--- src/gpe_regs.vh ---
`ifndef GPE_REGS_VH
`define GPE_REGS_VH
// register byte addresses on the APB
`define GPE_ADDR_LATCH   12'h000
`define GPE_ADDR_DIR     12'h004
`define GPE_ADDR_PAD     12'h008
`define GPE_ADDR_SENSE   12'h00C
`define GPE_ADDR_STATUS  12'h010
`define GPE_ADDR_CPU     12'h014
`define GPE_ADDR_ALTEN   12'h018
// reset value of the latch, direction, pad and alternate-enable registers
`define GPE_RST_BYTE     8'h00
// reset value of the cpu control register: global mask set
`define GPE_CPU_RST      3'h1
// sensitivity codes
`define GPE_SENS_FALLLOW 2'h0
`define GPE_SENS_RISE    2'h1
`define GPE_SENS_FALL    2'h2
`define GPE_SENS_BOTH    2'h3
// cpu control register fields
`define GPE_CPU_MASK_BIT 0
`define GPE_CPU_WAIT_BIT 1
`define GPE_CPU_HALT_BIT 2
`endif

--- src/gpe_port.v ---
// Function
// - up to eight pins; bit n of each register controls pin n
// - direction zero: pin is input, latch read returns sampled pin level
// - latch write in input mode stores value but leaves pin undriven
// - pad bit in input mode enables pull-up and external interrupt source
// - edge or level sensitivity selected per vector, not per pin
// - up to seven vectors; several pins may share one vector; the 2-bit VEC_OF_PIN index maps pins to vectors 0 to 3 only
// - interrupt pins of one vector are combined; one low pin masks others
// - vector request latch clears when the cpu fetches that vector
// - a write changing a vector's sensitivity clears its pending request
// - request reaches cpu only when pin configured and global mask clear
// - direction one: pin is output, latch drives it, reads return latch
// - output pad bit: one push-pull, zero open-drain floating on high
// - enabled alternate output forces output and overrides port settings
// - input pin with alternate output: latch read returns alternate value
// - output pin with alternate input: peripheral receives latch value
// - wait and halt leave pins alone; enabled interrupts wake the device
// - dir,pad: 00 floating, 01 pull-up irq, 10 open-drain, 11 push-pull
// - sensitivity: fall and low level, rise only, fall only, both edges
// - true open-drain pins: no pull-up, open-drain as port output; alternate output drives both levels
`timescale 1ns/1ps
`include "gpe_regs.vh"
module gpe_port #(
    parameter PINS       = 8,          // pins in the port
    parameter VECS       = 7,          // external interrupt vectors
    parameter [15:0] VEC_OF_PIN = 16'h0000, // 2-bit vector index per pin
    parameter [7:0]  TRUE_OD    = 8'h00     // pins with true open-drain pads
) (
    input  wire            mclk,            // system clock
    input  wire            rst,             // synchronous reset, active high
    input  wire            psel,            // apb select
    input  wire            penable,         // apb enable
    input  wire            pwrite,          // apb direction
    input  wire [11:0]     paddr,           // apb byte address
    input  wire [31:0]     pwdata,          // apb write data
    output reg  [31:0]     prdata,          // apb read data
    output reg             pready,          // apb ready
    output reg             pslverr,         // apb error on unmapped address
    input  wire [PINS-1:0] pinIn,           // sampled pad level
    output reg  [PINS-1:0] pinOut,          // pad output level
    output reg  [PINS-1:0] pinOe,           // pad output enable, high drives
    output reg  [PINS-1:0] pullUpEn,        // pad pull-up enable
    input  wire [PINS-1:0] altOutEn,        // peripheral alternate output enable
    input  wire [PINS-1:0] altOutVal,       // peripheral alternate output value
    output reg  [PINS-1:0] altInVal,        // value presented to peripherals
    input  wire [VECS-1:0] vecFetch,        // cpu fetches vector, one-cycle pulse
    output reg  [VECS-1:0] irqReq,          // gated request per vector
    output reg             wakeUp           // wake from wait or halt
);
    // software-visible port state
    reg  [PINS-1:0]   latch_ff;
    reg  [PINS-1:0]   nxt_latch;
    reg  [PINS-1:0]   dir_ff;
    reg  [PINS-1:0]   nxt_dir;
    reg  [PINS-1:0]   pad_ff;
    reg  [PINS-1:0]   nxt_pad;
    reg  [PINS-1:0]   altEn_ff;
    reg  [PINS-1:0]   nxt_altEn;
    reg  [2:0]        cpu_ff;
    reg  [2:0]        nxt_cpu;
    reg  [2*VECS-1:0] sense_ff;
    reg  [2*VECS-1:0] nxt_sense;

    // interrupt request state
    reg  [VECS-1:0]   pend_ff;
    reg  [VECS-1:0]   comb_ff;

    // read path
    reg  [31:0]       rdMux;
    reg               rdOk;

    wire [VECS-1:0]   comb;
    wire [VECS-1:0]   evtHit;
    wire [VECS-1:0]   senseChg;
    wire [VECS-1:0]   nxt_pend;
    wire [PINS-1:0]   altDrive;
    wire [PINS-1:0]   rdLatch;
    wire [PINS-1:0]   nxt_pinOut;
    wire [PINS-1:0]   nxt_pinOe;
    wire [PINS-1:0]   nxt_pullUp;
    wire [PINS-1:0]   nxt_altIn;
    wire [PINS-1:0]   irqPin;
    wire [PINS-1:0]   effOut;
    wire              setupPh;
    wire              wrEn;
    wire              rdEn;

    // sensitivity event detection on combined vector signal
    function evt;
        input [1:0] sel;
        input       cur;
        input       prev;
        begin
            case (sel)
                `GPE_SENS_FALLLOW: evt = ~cur;
                `GPE_SENS_RISE:    evt = cur & ~prev;
                `GPE_SENS_FALL:    evt = ~cur & prev;
                default:           evt = cur ^ prev;
            endcase
        end
    endfunction

    // address match of one register
    function regHit;
        input [11:0] addr;
        input [11:0] target;
        begin
            regHit = (addr == target);
        end
    endfunction

    // mask of the pins that feed one vector
    function [PINS-1:0] pinsOfVec;
        input integer v;
        integer       p;
        begin
            pinsOfVec = {PINS{1'b0}};
            for (p = 0; p < PINS; p = p + 1) begin
                pinsOfVec[p] = (VEC_OF_PIN[2*p +: 2] == v[1:0]) && (v < 4);
            end
        end
    endfunction

    // apb phase decode; writes land on the access edge with ready high
    assign setupPh = psel & ~penable;
    assign wrEn    = psel & penable & pwrite & pready;
    assign rdEn    = setupPh & ~pwrite;

    // per-pin effective interrupt enable and effective direction
    assign irqPin = ~dir_ff & pad_ff & ~altEn_ff;
    assign effOut = dir_ff | altEn_ff;

    // register write decode
    always @* begin
        nxt_latch = latch_ff;
        nxt_dir   = dir_ff;
        nxt_pad   = pad_ff;
        nxt_altEn = altEn_ff;
        nxt_cpu   = cpu_ff;
        nxt_sense = sense_ff;
        if (wrEn) begin
            if (regHit(paddr, `GPE_ADDR_LATCH)) begin
                // stored even while the pin is an input
                nxt_latch = pwdata[PINS-1:0];
            end
            if (regHit(paddr, `GPE_ADDR_DIR)) begin
                nxt_dir = pwdata[PINS-1:0];
            end
            if (regHit(paddr, `GPE_ADDR_PAD)) begin
                nxt_pad = pwdata[PINS-1:0];
            end
            if (regHit(paddr, `GPE_ADDR_ALTEN)) begin
                nxt_altEn = pwdata[PINS-1:0];
            end
            if (regHit(paddr, `GPE_ADDR_CPU)) begin
                nxt_cpu = pwdata[2:0];
            end
            if (regHit(paddr, `GPE_ADDR_SENSE)) begin
                nxt_sense = pwdata[2*VECS-1:0];
            end
        end
    end

    // per-vector combining, event detection and request latch
    genvar gv;
    generate
        for (gv = 0; gv < VECS; gv = gv + 1) begin : g_vec
            // any enabled pin held low pulls the vector low
            assign comb[gv]     = &(pinIn | ~(irqPin & pinsOfVec(gv)));
            assign evtHit[gv]   = evt(sense_ff[2*gv +: 2], comb[gv], comb_ff[gv]);
            assign senseChg[gv] = nxt_sense[2*gv +: 2] != sense_ff[2*gv +: 2];
            // an event in the clearing cycle wins
            assign nxt_pend[gv] = evtHit[gv] |
                                  (pend_ff[gv] & ~vecFetch[gv] & ~senseChg[gv]);
        end
    endgenerate

    // per-pin drive, pull-up, read-back and peripheral input
    genvar gp;
    generate
        for (gp = 0; gp < PINS; gp = gp + 1) begin : g_pin
            assign altDrive[gp]   = altEn_ff[gp] & altOutEn[gp];
            assign rdLatch[gp]    = altDrive[gp] ? altOutVal[gp] :
                                    dir_ff[gp]   ? latch_ff[gp]  :
                                                   pinIn[gp];
            assign nxt_pinOut[gp] = altDrive[gp] ? altOutVal[gp] :
                                    dir_ff[gp]   ? latch_ff[gp]  : 1'b0;
            // open-drain leaves a high latch floating; input drives only for an active alternate output
            assign nxt_pinOe[gp]  = altDrive[gp] ? 1'b1 :
                                    dir_ff[gp]   ? (~latch_ff[gp] |
                                                    (pad_ff[gp] & ~TRUE_OD[gp])) :
                                                   1'b0;
            assign nxt_pullUp[gp] = ~effOut[gp] & pad_ff[gp] & ~TRUE_OD[gp];
            assign nxt_altIn[gp]  = dir_ff[gp] ? latch_ff[gp] : pinIn[gp];
        end
    endgenerate

    // read mux
    always @* begin
        rdMux = 32'h0000_0000;
        rdOk  = 1'b1;
        case (paddr)
            `GPE_ADDR_LATCH:  rdMux[PINS-1:0]   = rdLatch;
            `GPE_ADDR_DIR:    rdMux[PINS-1:0]   = dir_ff;
            `GPE_ADDR_PAD:    rdMux[PINS-1:0]   = pad_ff;
            `GPE_ADDR_SENSE:  rdMux[2*VECS-1:0] = sense_ff;
            `GPE_ADDR_STATUS: rdMux[VECS-1:0]   = pend_ff;
            `GPE_ADDR_CPU:    rdMux[2:0]        = cpu_ff;
            `GPE_ADDR_ALTEN:  rdMux[PINS-1:0]   = altEn_ff;
            default:          rdOk              = 1'b0;
        endcase
    end

    // register state
    always @(posedge mclk) begin
        if (rst) begin
            latch_ff <= `GPE_RST_BYTE;
            dir_ff   <= `GPE_RST_BYTE;
            pad_ff   <= `GPE_RST_BYTE;
            altEn_ff <= `GPE_RST_BYTE;
            cpu_ff   <= `GPE_CPU_RST;
            sense_ff <= {2*VECS{1'b0}};
            pend_ff  <= {VECS{1'b0}};
            comb_ff  <= {VECS{1'b1}};
        end else begin
            latch_ff <= nxt_latch;
            dir_ff   <= nxt_dir;
            pad_ff   <= nxt_pad;
            altEn_ff <= nxt_altEn;
            cpu_ff   <= nxt_cpu;
            sense_ff <= nxt_sense;
            pend_ff  <= nxt_pend;
            comb_ff  <= comb;
        end
    end

    // apb answer: one access cycle after every setup
    always @(posedge mclk) begin
        if (rst) begin
            prdata  <= 32'h0000_0000;
            pready  <= 1'b0;
            pslverr <= 1'b0;
        end else begin
            pready  <= setupPh;
            pslverr <= setupPh & ~rdOk;
            if (rdEn) begin
                prdata <= rdMux;
            end
        end
    end

    // pad and request outputs
    always @(posedge mclk) begin
        if (rst) begin
            pinOut   <= {PINS{1'b0}};
            pinOe    <= {PINS{1'b0}};
            pullUpEn <= {PINS{1'b0}};
            altInVal <= {PINS{1'b0}};
            irqReq   <= {VECS{1'b0}};
            wakeUp   <= 1'b0;
        end else begin
            pinOut   <= nxt_pinOut;
            pinOe    <= nxt_pinOe;
            pullUpEn <= nxt_pullUp;
            altInVal <= nxt_altIn;
            // wait and halt do not touch pin state; they only enable wakeUp, the mask bit gates delivery
            irqReq <= pend_ff & {VECS{~cpu_ff[`GPE_CPU_MASK_BIT]}};
            wakeUp <= (|pend_ff) & (cpu_ff[`GPE_CPU_WAIT_BIT] |
                                    cpu_ff[`GPE_CPU_HALT_BIT]);
        end
    end
    // vector count is VECS, default seven; pins map via VEC_OF_PIN
endmodule // gpe_port

--- config.mk ---
export PLATFORM = sky130hd
export DESIGN_NAME = gpe_port
export DESIGN_NICKNAME = d
export VERILOG_FILES = /design/src/gpe_port.v
export VERILOG_INCLUDE_DIRS = /design/src
export SDC_FILE = /design/constraint.sdc
export NUM_CORES = 1
export LEC_CHECK = 0
export ABC_AREA = 1
export BUFFER_PORTS_ARGS = -buffer_cell sky130_fd_sc_hd__buf_2
export CORE_MARGIN = 2
export CORE_UTILIZATION = 52
export CTS_CLUSTER_DIAMETER = 60
export DETAILED_ROUTE_END_ITERATION = 7
export PLACE_DENSITY = 0.79
export SKIP_LAST_GASP = 1
export SLEW_MARGIN = 20
export SYNTH_ARGS = -nofsm -noshare
export SYNTH_HDL_FRONTEND = slang
export SYNTH_SLANG_ARGS = --single-unit
--- constraint.sdc ---
create_clock -name mclk -period 1.9 [get_ports mclk]
set_clock_uncertainty 0.05 [all_clocks]
set_input_delay 0.285 -clock mclk [delete_from_list [all_inputs] [get_ports mclk]]
set_output_delay 0.285 -clock mclk [all_outputs]
set_load 0.05 [all_outputs]
# [Word-level counts from Yosys, hierarchy flattened]
# Cells that the tools add are included.
[totals] register_bits=119 inputBits=80 output_inout_bits=74 elab_cells=229
[op_classes] n_eq_ne=21 muxes=62 n_bitwise=106 n_reduce_logical=22
[op_table] cell="$mux W1" count=55
[op_table] cell="$not A1 Y1" count=42
[op_table] cell="$and A1 B1 Y1" count=39
[op_table] cell="$eq A12 B5 Y1 const B" count=3
[op_table] cell="$mux W14" count=2
[op_table] cell="$eq A12 B4 Y1 const B" count=2
[op_table] cell="$not A8 Y8" count=3
[op_table] cell="$pmux W4 S6" count=1
[op_table] cell="$pmux W3 S7" count=1
[op_table] cell="$and A8 B8 Y8" count=2
[op_table] cell="$or A1 B1 Y1" count=16
[op_table] cell="$or A8 B8 Y8" count=2
[op_table] cell="$eq A2 B2 Y1 const B" count=7
[op_table] cell="$logic_not A2 Y1" count=7
[op_table] cell="$ne A2 B2 Y1" count=7
[op_table] cell="$reduce_or A7 Y1" count=2
[op_table] cell="$eq A12 B3 Y1 const B" count=1
[op_table] cell="$logic_not A12 Y1" count=1
[op_table] cell="$reduce_or A2 Y1" count=6
[op_table] cell="$reduce_and A2 Y1" count=5
[op_table] cell="$reduce_and A8 Y1" count=1
[op_table] cell="$and A7 B7 Y7" count=1
[op_table] cell="$mux W6" count=1
[op_table] cell="$pmux W1 S5" count=1
[op_table] cell="3 further kinds" count=3

# [Depth between registers and ports, before layout]
# Gate-level depths: netlist (run 1).
[depth] word_depth=10 ltp_mapped=11 depth_no_buf=11

# [Worst setup path after synthesis (run 1)]
# OpenSTA, ideal clock, no wires.
[synth_path] path_kind="reg-to-reg" start="reg pready" end="reg pend_ff[5]" setup_ps=121 arrival_ps=1607 required_ps=1729 setup_slack_ps=123 stages_incl_launch_ff=7 path_buffers=0 period_less_slack_ps=1777 cell_sequence="dfxtp_1 -> nand2_1 -> nor2_4 -> nand3_2 -> or2_2 -> o211ai_2 -> nor2_1"
[synth_between] elab_chain_len=6
[synth_rtl] element="start: declaration" line_no="gpe_port.v:37" rtl="output reg pready,"
[synth_rtl] element="start signal: assignment" line_no="gpe_port.v:244" rtl="pready <= setupPh;"
[synth_rtl] element="$and A1 B1 Y1" line_no="gpe_port.v:126" rtl="assign wrEn = psel & penable & pwrite & pready;"
[synth_rtl] element="$mux W14" line_no="gpe_port.v:141" rtl="if (wrEn) begin"
[synth_rtl] element="$ne A2 B2 Y1" line_no="gpe_port.v:171" rtl="assign senseChg[gv] = nxt_sense[2*gv +: 2] != sense_ff[2*gv +: 2];"
[synth_rtl] element="$not A1 Y1" line_no="gpe_port.v:174" rtl="(pend_ff[gv] & ~vecFetch[gv] & ~senseChg[gv]);"
[synth_rtl] element="$and A1 B1 Y1" line_no="gpe_port.v:174"
[synth_rtl] element="$or A1 B1 Y1" line_no="gpe_port.v:173" rtl="assign nxt_pend[gv] = evtHit[gv] |"
[synth_rtl] element="end signal: assignment" line_no="gpe_port.v:223" rtl="pend_ff <= {VECS{1'b0}};"
[synth_rtl] element="end signal: assignment" line_no="gpe_port.v:232" rtl="pend_ff <= nxt_pend;"
[synth_rtl] element="end: declaration" line_no="gpe_port.v:65" rtl="reg [VECS-1:0] pend_ff;"
# No other way between the ends.
# A chain may end at the register's enable or synchronous reset.

# [Final worst setup path (run 1)]
[layout_path] start="reg dir_ff[4]" end="reg pend_ff[0]"
[layout_between] elab_chain_len=10 elab_cells_between_ends=12 classes_between="mux: 1; bitwise: 10; reduce/logical: 1"
[layout_rtl] element="start: declaration" line_no="gpe_port.v:53" rtl="reg [PINS-1:0] dir_ff;"
[layout_rtl] element="start signal: assignment" line_no="gpe_port.v:218" rtl="dir_ff <= `GPE_RST_BYTE;"
[layout_rtl] element="start signal: assignment" line_no="gpe_port.v:227" rtl="dir_ff <= nxt_dir;"
[layout_rtl] element="$not A8 Y8 (*)" line_no="gpe_port.v:130" rtl="assign irqPin = ~dir_ff & pad_ff & ~altEn_ff;"
[layout_rtl] element="$and A8 B8 Y8 (*) (2 in series)" line_no="gpe_port.v:130"
[layout_rtl] element="$not A8 Y8 (*)" line_no="gpe_port.v:169" rtl="assign comb[gv] = &(pinIn | ~(irqPin & pinsOfVec(gv)));"
[layout_rtl] element="$or A8 B8 Y8 (*)" line_no="gpe_port.v:169"
[layout_rtl] element="$reduce_and A8 Y1 (*)" line_no="gpe_port.v:169"
[layout_rtl] element="net comb[0]" line_no="gpe_port.v:72" rtl="wire [VECS-1:0] comb;"
[layout_rtl] element="$not A1 Y1" line_no="gpe_port.v:95, gpe_port.v:97"
[layout_rtl] element="$and A1 B1 Y1" line_no="gpe_port.v:97" rtl="`GPE_SENS_FALL: evt = ~cur & prev;"
[layout_rtl] element="$pmux W1 S3 (*)" line_no="gpe_port.v:94" rtl="case (sel)"
[layout_rtl] element="$or A1 B1 Y1 (*)" line_no="gpe_port.v:173"
# The timed path passes the listed nets; every way through them passes the cells marked *.

==> metrics.txt, run 1 <==
H-tree levels 4; Final TNS setup 0 ns; Leak between 0.002 and 0.003 uW; Port Buf Inserts 117; Detailed Route WL approximately 14000 microns; main flop type after synthesis dfxtp_1; DIE HEIGHT ~100 microns; DRC violations left 0; GRT Util Overall ~27%; async set-reset flop share out of synthesis 0%; RD Place Congestion 0.9955; Area contributors post-synth dfxtp_1 44%, a21oi_1 7.6%, o21ai_0 6.7%; antenna violations before repair 0; num ports about 150; area of the die between 0.01 and 0.015 sq mm; RR Startpoint dir_ff[4]; worst reg-to-reg setup slack 0.21 ns; FF-to-FF path depth 10; cell taking the most area after synthesis dfxtp_1; Core Rows 36; detailed placement HPWL ~10000 microns; Netlist Area Pre-Place around 0.0051 sq mm; global-route wire length before repair ~22000 microns; critical setup path kind flip-flop to flip-flop; Worst Setup Start Kind flip-flop; Crit Path Max Fanout 4; first drt pass iteration count 5; fraction of layout cells with a size suffix above 1 24.73%; WP data arrival approximately 2.1 ns; crit path launch dir_ff[4]; MaxCap Viol Count 0; vias in the first global route 4894; Initial Util 52.87%; fin crit share 89.11%; Clock Latency Late Sink 0.51 ns; Post-synth top cells 113 x dfxtp_1, 87 x inv_1, 83 x nand2_1, 77 x a21oi_1, 68 x o21ai_0; Final ANT Viol Nets 0; Area growth, synth to finish 25.85%; top-count cell post-synth dfxtp_1; YS warnings 0; Final Instance Count excl. Fillers around 960; Sink Count ~110; power density cells around 890 mW/mm^2; DR vias 5073; Placed Instances 925; Post-synth EDFFs 0; CP Capture Type flip-flop; routed length per instance around 15 microns; Final setup violation count 0; Mean Syn Cell Area 7.472 sq um; Worst Path Required between 2 and 2.5 ns; Slew Viols, Final 0; CTS tree built; Mapped Cells between 600 and 700; core area between 0.009 and 0.01 sq mm; fin nets between 900 and 1000; global-route congestion overflow total 0; Worst R2R End pend_ff[0]; Seq/Total Area, Yosys between 40 and 50%; vias per inst about 5.3; Iteration-0 DRC Markers around 360; Synth top area share 44.39%; Distinct cells, synth 38; CTS Root Cell clkbuf_8; status completed; Max Freq about 0.6 GHz; clock buffer depth 2; Clock transition at path regs ~0.060 ns; min-delay worst type input pin to flip-flop; antenna cells 0; RSZ-0062 raised after global routing no; Final Hold Viols 0; CTS Buf Count 17; VDD IR max roughly 0.00055 V; Setup crit end pend_ff[0]; Die X-Extent 103.0 microns; largest net degree at the start of global routing 30; final critical-path required period ~1.7 ns; #FFs+latches synth approximately 110
[worst max-delay path, cell delays in order (launching register included)]
cell,delay (ns)
dfxtp_2,0.34
inv_1,0.12
nand3_1,0.11
o21ai_0,0.17
nor2_1,0.10
nand2_2,0.12
inv_1,0.06
ha_1,0.27
o21ai_1,0.12
nand2_1,0.07
a21oi_1,0.13
[power breakdown]
part | total (uW) | switching (uW) | internal, uW
Sequential | 2390 | 4.68 | 2390
Combinational | 389 | 285 | 104
Clock | 2910 | 1020 | 1890
Total | 5690 | 1310 | 4380
[cell usage in the layout, fill, tap and decap left out, types with 4 or more instances in the layout]
master         instances
nand3_2                5
dfxtp_1              110
clkbuf_16             16
buf_2                117
nor2_2                10
nor4_1                 7
nand3_1               44
o22ai_1                4
clkinv_2               4
nand2_2                5
conb_1                18
nor2_1                63
buf_4                 20
nand4_1                8
nor3_1                16
inv_1                 87
a21oi_1               77
nand3b_1               4
o21ai_0               65
o21ai_1                6
dlygate4sd3_1          8
nand2_1               82
a211oi_1               9
nor2_4                 7
[metal layers]
metal | global-route usage (%) | vias to the layer above | part of all wire (%)
met5 | 0 | - | 0
met4 | 10.12 | 0 | 1.5
met3 | 7.322 | 21 | 8.5
met2 | 46.00 | 231 | 49
met1 | 33.99 | 2320 | 41
li1 | - | 2501 | -
[sequential cells by signal (all words and copies together), names as in the netlist]
name,flops
pslverr,1
pend_ff,7
prdata,14
altInVal,8
comb_ff,1
pinOut,8
pad_ff,8
dir_ff,8
sense_ff,14
pready,1
latch_ff,8
pullUpEn,8
irqReq,7
altEn_ff,8
wakeUp,1
pinOe,8
cpu_ff,3
[repair_timing]
action | in CTS | in global routing
setup buffers | 0 | 1
hold buffers | 8 | 0
resized for setup | 0 | 7
hold endpoints to repair | 8 | 0
setup endpoints to repair | 0 | 1
[cell families (layout without fill, tap and decap cells)]
kind of cell / Yosys count / after routing / synth area share, %
buffers and inverters: 133 / 263 / 11.96
AO/OA/AOI/OAI: 173 / 173 / 18.22
flip-flops: 113 / 113 / 44.39
AND/OR/NAND/NOR: 260 / 260 / 24.87
adder cells (fa/ha/maj): 2 / 2 / 0.4910
other: 1 / 18 / 0.07359
[worst min-delay path by stage]
stage	depth (start not counted)	end	from	slack [ns]
after floorplan	1	pullUpEn[5]	altEn_ff[5]	0.37
after global placement	2	pend_ff[4]	pend_ff[4]	0.40
after detailed placement	2	cpu_ff[1]	cpu_ff[1]	0.40
after CTS	4	pend_ff[4]	vecFetch[4]	0.005
after global routing	4	pend_ff[4]	vecFetch[4]	0.02
final	3	pready	psel	0.02
[through the flow]
stage | setup slack (ns) | util (%) | hold WS, ns | power (uW) | cell area, sq um
2_1_floorplan | 0.1229 | - | 0.3714 | 2707 | 5160
3_3_place_gp | 0.1270 | 59.99 | 0.4034 | 2805 | 5783
3_5_place_dp | 0.08365 | 59.99 | 0.4043 | 2810 | 5783
4_1_cts | 0.07910 | 66.39 | 0.004506 | 5707 | 6400
5_1_grt | 0.01362 | 66.54 | 0.01930 | 5842 | 6414
6_report | 0.2069 | 66.54 | 0.01893 | 5687 | 6414
[area by class of cell]
cell class / instances / area, sq um
Fill cell: 819 / 3226
Multi-Input combinational cell: 453 / 2291
Sequential cell: 113 / 2266
Timing Repair Buffer: 145 / 815.8
Clock buffer: 21 / 449.2
Inverter: 90 / 337.8
Tap cell: 133 / 166.4
Clock inverter: 7 / 87.58
Note: power is estimated with default switching activity, not from simulation.
==> run 2, diff against run 1 <==
Settings changed: CAP_MARGIN from default to 20, RECOVER_POWER from default to 100.
==> metrics.txt, run 2 (synthesis gave the netlist of run 1 again) <==
status completed; power density cells 904.7 mW/mm^2 (+2.0%); worst-margin pin slew around 1.3 ns; fin crit share 92.35% (+3.2 points); antenna cells 0 (unchanged); area of the die 0.01061 sq mm (unchanged); WP data arrival 2.10 ns (about the same); sequential power share 42.1% (about the same); Pint 4374 uW (-0.15%); CP Capture Type flip-flop; Final ANT Viol Nets 0 (unchanged); routed length per instance 14.82 microns (+1.1%); MaxCap Viol Count 0 (unchanged); Worst path slowest cell dfxtp_1; vias in the first global route 4894 (unchanged); global-route congestion overflow total 0 (unchanged); CTS Root Cell clkbuf_8; global-route wire length before repair 22380 microns (unchanged); RSZ-0062 raised after global routing no; Sw Share 23.00% (+0.037 points); Final Hold Viols 0 (unchanged); worst slack, placed 0.08365 ns (unchanged); CTS Buf Count 17 (unchanged); CP peak stage delay 0.33 ns (about the same); clock buffer depth 2 (unchanged); min-delay worst type input pin to flip-flop; critical setup path kind flip-flop to flip-flop; Die X-Extent 103.0 microns (unchanged); DRC violations left 0 (unchanged); Slew Viols, Final 0 (unchanged); antenna violations before repair 0 (unchanged); Largest delay share family, worst path simple AND/OR/NAND/NOR gates; Clock Latency Late Sink 0.51 ns (about the same); switching component of the power 1307 uW (about the same); Largest regs prdata x14, sense_ff x14; Max Freq 0.5699 GHz (-3.5%); Final WS setup 0.1453 ns (-0.06165 ns); headroom to the max-slew limit 13.87%; detailed placement HPWL 10370 microns (unchanged); largest net degree at the start of global routing 30 (unchanged); Worst Path Required 2.24 ns (-0.06 ns); Clock transition at path regs 0.05 ns (about the same); Final TNS setup 0 ns (unchanged); final critical-path required period 1.755 ns (+0.06165 ns); RD Place Congestion 0.9955 (unchanged); most common cell after layout, fill and taps aside dfxtp_1; fin nets 902 (unchanged); Area growth, synth to finish 23.23%; Leak 0.002528 uW (-10%); GRT Util Overall 27.47% (unchanged); DR vias 5111 (+0.75%); num ports 154 (unchanged); CTS tree built; Crit Path Max Fanout 12 (+8); worst path bufs/invs 1 (-1); H-tree levels 4 (unchanged); Port Buf Inserts 117 (unchanged); combinational power share 6.7% (about the same); Sink Count 113 (unchanged); Initial Util 52.87% (unchanged); Detailed Route WL 14260 microns (+1.1%); Final setup violation count 0 (unchanged); most frequent cells in the layout 110 x dfxtp_1, 87 x inv_1, 83 x nand2_1, 77 x a21oi_1; Iteration-0 DRC Markers 366 (+2.8%); Worst Setup Start Kind flip-flop; Core Rows 36 (unchanged); # fillers 878 (+7.2%); vias per inst 5.313 (+0.75%); fraction of layout cells with a size suffix above 1 16.16% (-8.6 points); VDD IR max 0.0005418 V (-0.61%); crit-path cells nand2_1 -> nor2_4 -> nand3_1 -> buf_4 -> nor2_2 -> a21oi_1 -> nand4_1 -> nor2_1; first drt pass iteration count 6 (+1); core area 0.009639 sq mm (unchanged); DIE HEIGHT 103.0 microns (unchanged); Clk network pwr share 51.2% (about the same)
==> run 2: changes by cell type in the layout (fill, tap and decap cells not counted), sizes merged <==
cell    previous run  this run
clkbuf            21        88
buf              137        70
==> run 2: path summary, 6_finish.rpt <==
path | startpoint | endpoint | cells after the start | slack (ns)
hold reg to reg | altEn_ff[5] | pullUpEn[5] | 1 | 0.40
hold / removal | psel | pready | 3 | 0.02
setup / recovery | pready | pend_ff[4] | 8 | 0.15
setup reg to reg | pready | pend_ff[4] | 8 | 0.15
==> run 2: through the flow <==
stage               cells  area [sq um]  power [uW]  hold slack, ns  util, %
global placement      925          5783        2805          0.4034    59.99
detailed placement    925          5783        2810          0.4043    59.99
global route          962          6280        5835         0.01930    65.15
CTS                   961          6400        5707        0.004506    66.39
floorplan             699          5160        2707          0.3714        -
finish                962          6280        5681         0.02042    65.15
==> run 2: power groups by stage <==
stage / logic (uW) / clock network, uW / registers, uW
6_report: 381 / 2910 / 2390
5_1_grt: 411 / 3030 / 2390
4_1_cts: 384 / 2930 / 2390
3_5_place_dp: 369 / 0 / 2440
3_3_place_gp: 364 / 0 / 2440
2_1_floorplan: 214 / 0 / 2490
==> run 2: timing repair <==
item	CTS	global route
buffers inserted	0	1
setup endpoints to repair	0	1
gates resized for setup	0	7
hold endpoints to repair	8	0
hold buffers	8	0
==> run 2: worst reg2reg max path, cell delays in order, from the launching register on <==
cell,delay (ns)
dfxtp_1,0.33
nand2_1,0.09
nor2_4,0.26
nand3_1,0.26
buf_4,0.26
nor2_2,0.15
a21oi_1,0.11
nand4_1,0.08
nor2_1,0.05
==> run 2: metal layers <==
metal / GRT usage (%) / routed length [microns] / vias up
met5: 0 / 0 / -
met4: 10.12 / 212 / 0
met3: 7.322 / 1084 / 27
met2: 46.00 / 6948 / 225
met1: 33.99 / 6011 / 2355
li1: - / - / 2504
==> run 2: layout make-up <==
| type | instances | area (sq um) | area share (%) |
|---|---|---|---|
| Sequential cell | 113 | 2266 | 36.08 |
| Multi-Input combinational cell | 453 | 2262 | 36.02 |
| Timing Repair Buffer | 145 | 710.7 | 11.32 |
| Clock buffer | 21 | 449.2 | 7.153 |
| Inverter | 90 | 337.8 | 5.380 |
| Tap cell | 133 | 166.4 | 2.650 |
| Clock inverter | 7 | 87.58 | 1.395 |
==> run 3, diff against run 2 <==
Settings changed: BUFFER_PORTS_ARGS -buffer_cell sky130_fd_sc_hd__buf_2 to default, CORE_UTILIZATION 52 to 54, DONT_BUFFER_PORTS from default to 1, PLACE_DENSITY 0.79 to 0.67.
==> metrics.txt, run 3 (synthesis gave the netlist of run 1 again) <==
Worst Setup Start Kind flip-flop; detailed placement HPWL 9415 microns (-9.2%); Sw Share 24.12% (+1.1 points); Max Freq 0.5617 GHz (-1.4%); Largest delay share family, worst path simple AND/OR/NAND/NOR gates; CP Capture Type flip-flop; Clk network pwr share 53.9% (+2.7 points); MaxCap Viol Count 0 (unchanged); worst path bufs/invs 2 (+1); sequential power share 40.9% (-1.2 points); Detailed Route WL 13590 microns (-4.7%); Initial Util 55.41% (+2.5 points); fin crit share 93.70% (+1.3 points); GRT Util Overall 27.72% (+0.25 points); Leak 0.002430 uW (-3.9%); Sink Count 113 (unchanged); Port Buf Inserts 0 (-100%); headroom to the max-slew limit 61.40% (+48 points); Reg area 0.002262 sq mm (-0.17%); Worst R2R End pend_ff[0]; combinational power share 5.2% (-1.5 points); post-place instance area 0.005185 sq mm (-10%); switching component of the power 1442 uW (+10%); share of the core filled with cells 67.62% (+2.5 points); Final Instance Area 0.006218 sq mm (-0.98%); worst reg-to-reg setup slack 0.12 ns (-0.03 ns); DRC violations left 0 (unchanged); Iteration-0 DRC Markers 285 (-22%); Worst Path Required 2.30 ns (+0.06 ns); Pint 4535 uW (+3.7%); Crit Path Max Fanout 4 (-8); Hold Crit Depth 3 (unchanged); Area growth, synth to finish 22.02%; # fillers 786 (-10%); footprint of the multi-input gates 0.002281 sq mm (+0.83%); H-tree levels 4 (unchanged); RR Startpoint dir_ff[4]; min-delay worst type input pin to flip-flop; global-route wire length before repair 21980 microns (-1.8%); largest net degree at the start of global routing 63 (+110%); CTS Root Cell clkbuf_8; FF-to-FF path depth 10 (+2); Slew Viols, Final 0 (unchanged); Worst path depth 10 (+2); Clock Latency Late Sink 0.52 ns (about the same); worst-margin pin slew 0.5783 ns (-0.7137 ns); Die X-Extent 101.1 microns (-1.8%); most frequent cells in the layout 113 x dfxtp_1, 87 x inv_1, 82 x nand2_1, 77 x a21oi_1, 68 x o21ai_0; num ports 154 (unchanged); power density cells 961.1 mW/mm^2 (+6.2%); Worst path slowest cell dfxtp_1; DR vias 4728 (-7.5%); WP data arrival 2.18 ns (+0.08 ns); most common cell after layout, fill and taps aside dfxtp_1; area of the die 0.01023 sq mm (-3.6%); CP peak stage delay 0.40 ns (+0.07 ns); clock buffer depth 2 (unchanged); crit path launch dir_ff[4]; fin nets 822 (-8.9%); CTS tree built; Clock transition at path regs 0.06 ns (about the same); Core Rows 35 (-2.8%); Largest regs prdata x14, sense_ff x14; Final ANT Viol Nets 0 (unchanged); VDD IR max 0.0005058 V (-6.7%); antenna violations before repair 0 (unchanged); Setup crit end pend_ff[0]; global-route congestion overflow total 0 (unchanged); first drt pass iteration count 5 (-1); Final Hold Viols 0 (unchanged); antenna cells 0 (unchanged); vias per inst 5.479 (+3.1%); RSZ-0062 raised after global routing yes; critical setup path kind flip-flop to flip-flop; CTS Buf Count 17 (unchanged); fraction of layout cells with a size suffix above 1 11.17% (-5.0 points); core area 0.009196 sq mm (-4.6%); routed length per instance 15.74 microns (+6.2%); final critical-path required period 1.780 ns (+0.02555 ns); status completed; RD Place Congestion 0.8670 (-13%); Final setup violation count 0 (unchanged); DIE HEIGHT 101.1 microns (-1.8%); crit-path cells inv_1 -> nand3_1 -> o21ai_0 -> nor2_1 -> nand2_2 -> inv_1 -> ha_1 -> o21ai_0 -> nand2_1 -> a21oi_1; vias in the first global route 4371 (-11%)
run 3: how the worst min path moves through the flow:
stage / from / end / slack [ns]
floorplan: altEn_ff[5] / pullUpEn[5] / 0.37
global placement: rst / pend_ff[0] / 0.31
detailed placement: rst / pend_ff[0] / 0.32
CTS: pwdata[5] / pend_ff[2] / 0.003
global route: altOutVal[2] / pinOut[2] / 0.03
finish: pwdata[5] / pend_ff[2] / 0.01
run 3: power groups by stage:
stage          registers, uW  clock network, uW  logic (uW)
5_1_grt                 2440               3360         337
4_1_cts                 2440               3240         309
3_5_place_dp            2490                  0         198
6_report                2440               3220         311
2_1_floorplan           2490                  0         214
3_3_place_gp            2490                  0         197
run 3: routing by layer:
metal / share of wire, % / track usage [%] / wire length [microns]
met2: 47 / 44.47 / 6351
met1: 45 / 37.19 / 6084
met3: 7.3 / 6.832 / 992
met5: 0 / 0 / 0
met4: 1.2 / 8.212 / 158
run 3: cell type report:
class / instances / area share, %
tap: 111 / 2.233
timing repair buffer: 65 / 9.537
sequential: 113 / 36.38
clock buffer: 18 / 6.881
clock inverter: 13 / 2.857
multi-input combinational: 453 / 36.68
inverter: 90 / 5.433
run 3: timing repair:
| item | 4_1_cts | 5_1_grt |
|---|---|---|
| endpoints found under the hold margin | 106 | 0 |
| hold buffers | 45 | 0 |
| setup buffers | 0 | 0 |
| setup endpoints to repair | 0 | 2 |
| gates resized for setup | 0 | 1 |
run 3: worst register-to-register path, delay by kind of cell (launching register included):
family                     cells  cell delay (ns)
AOI/OAI and AO/OA              3             0.36
adders and majority gates      1             0.21
buffers and inverters          2             0.19
DFF                            1             0.40
and+or+nand+nor                4             0.51
run 3: per-stage QoR:
stage | hold slack [ns] | cells | setup WS [ns] | TNS (ns) | total power, uW
finish | 0.01274 | 863 | 0.1197 | 0 | 5977
global route | 0.03451 | 863 | -0.06244 | -0.06244 | 6139
CTS | 0.003466 | 864 | 0.02315 | 0 | 5994
detailed placement | 0.3180 | 788 | 0.1236 | 0 | 2692
global placement | 0.3136 | 788 | 0.1545 | 0 | 2690
floorplan | 0.3714 | 699 | 0.1229 | 0 | 2707
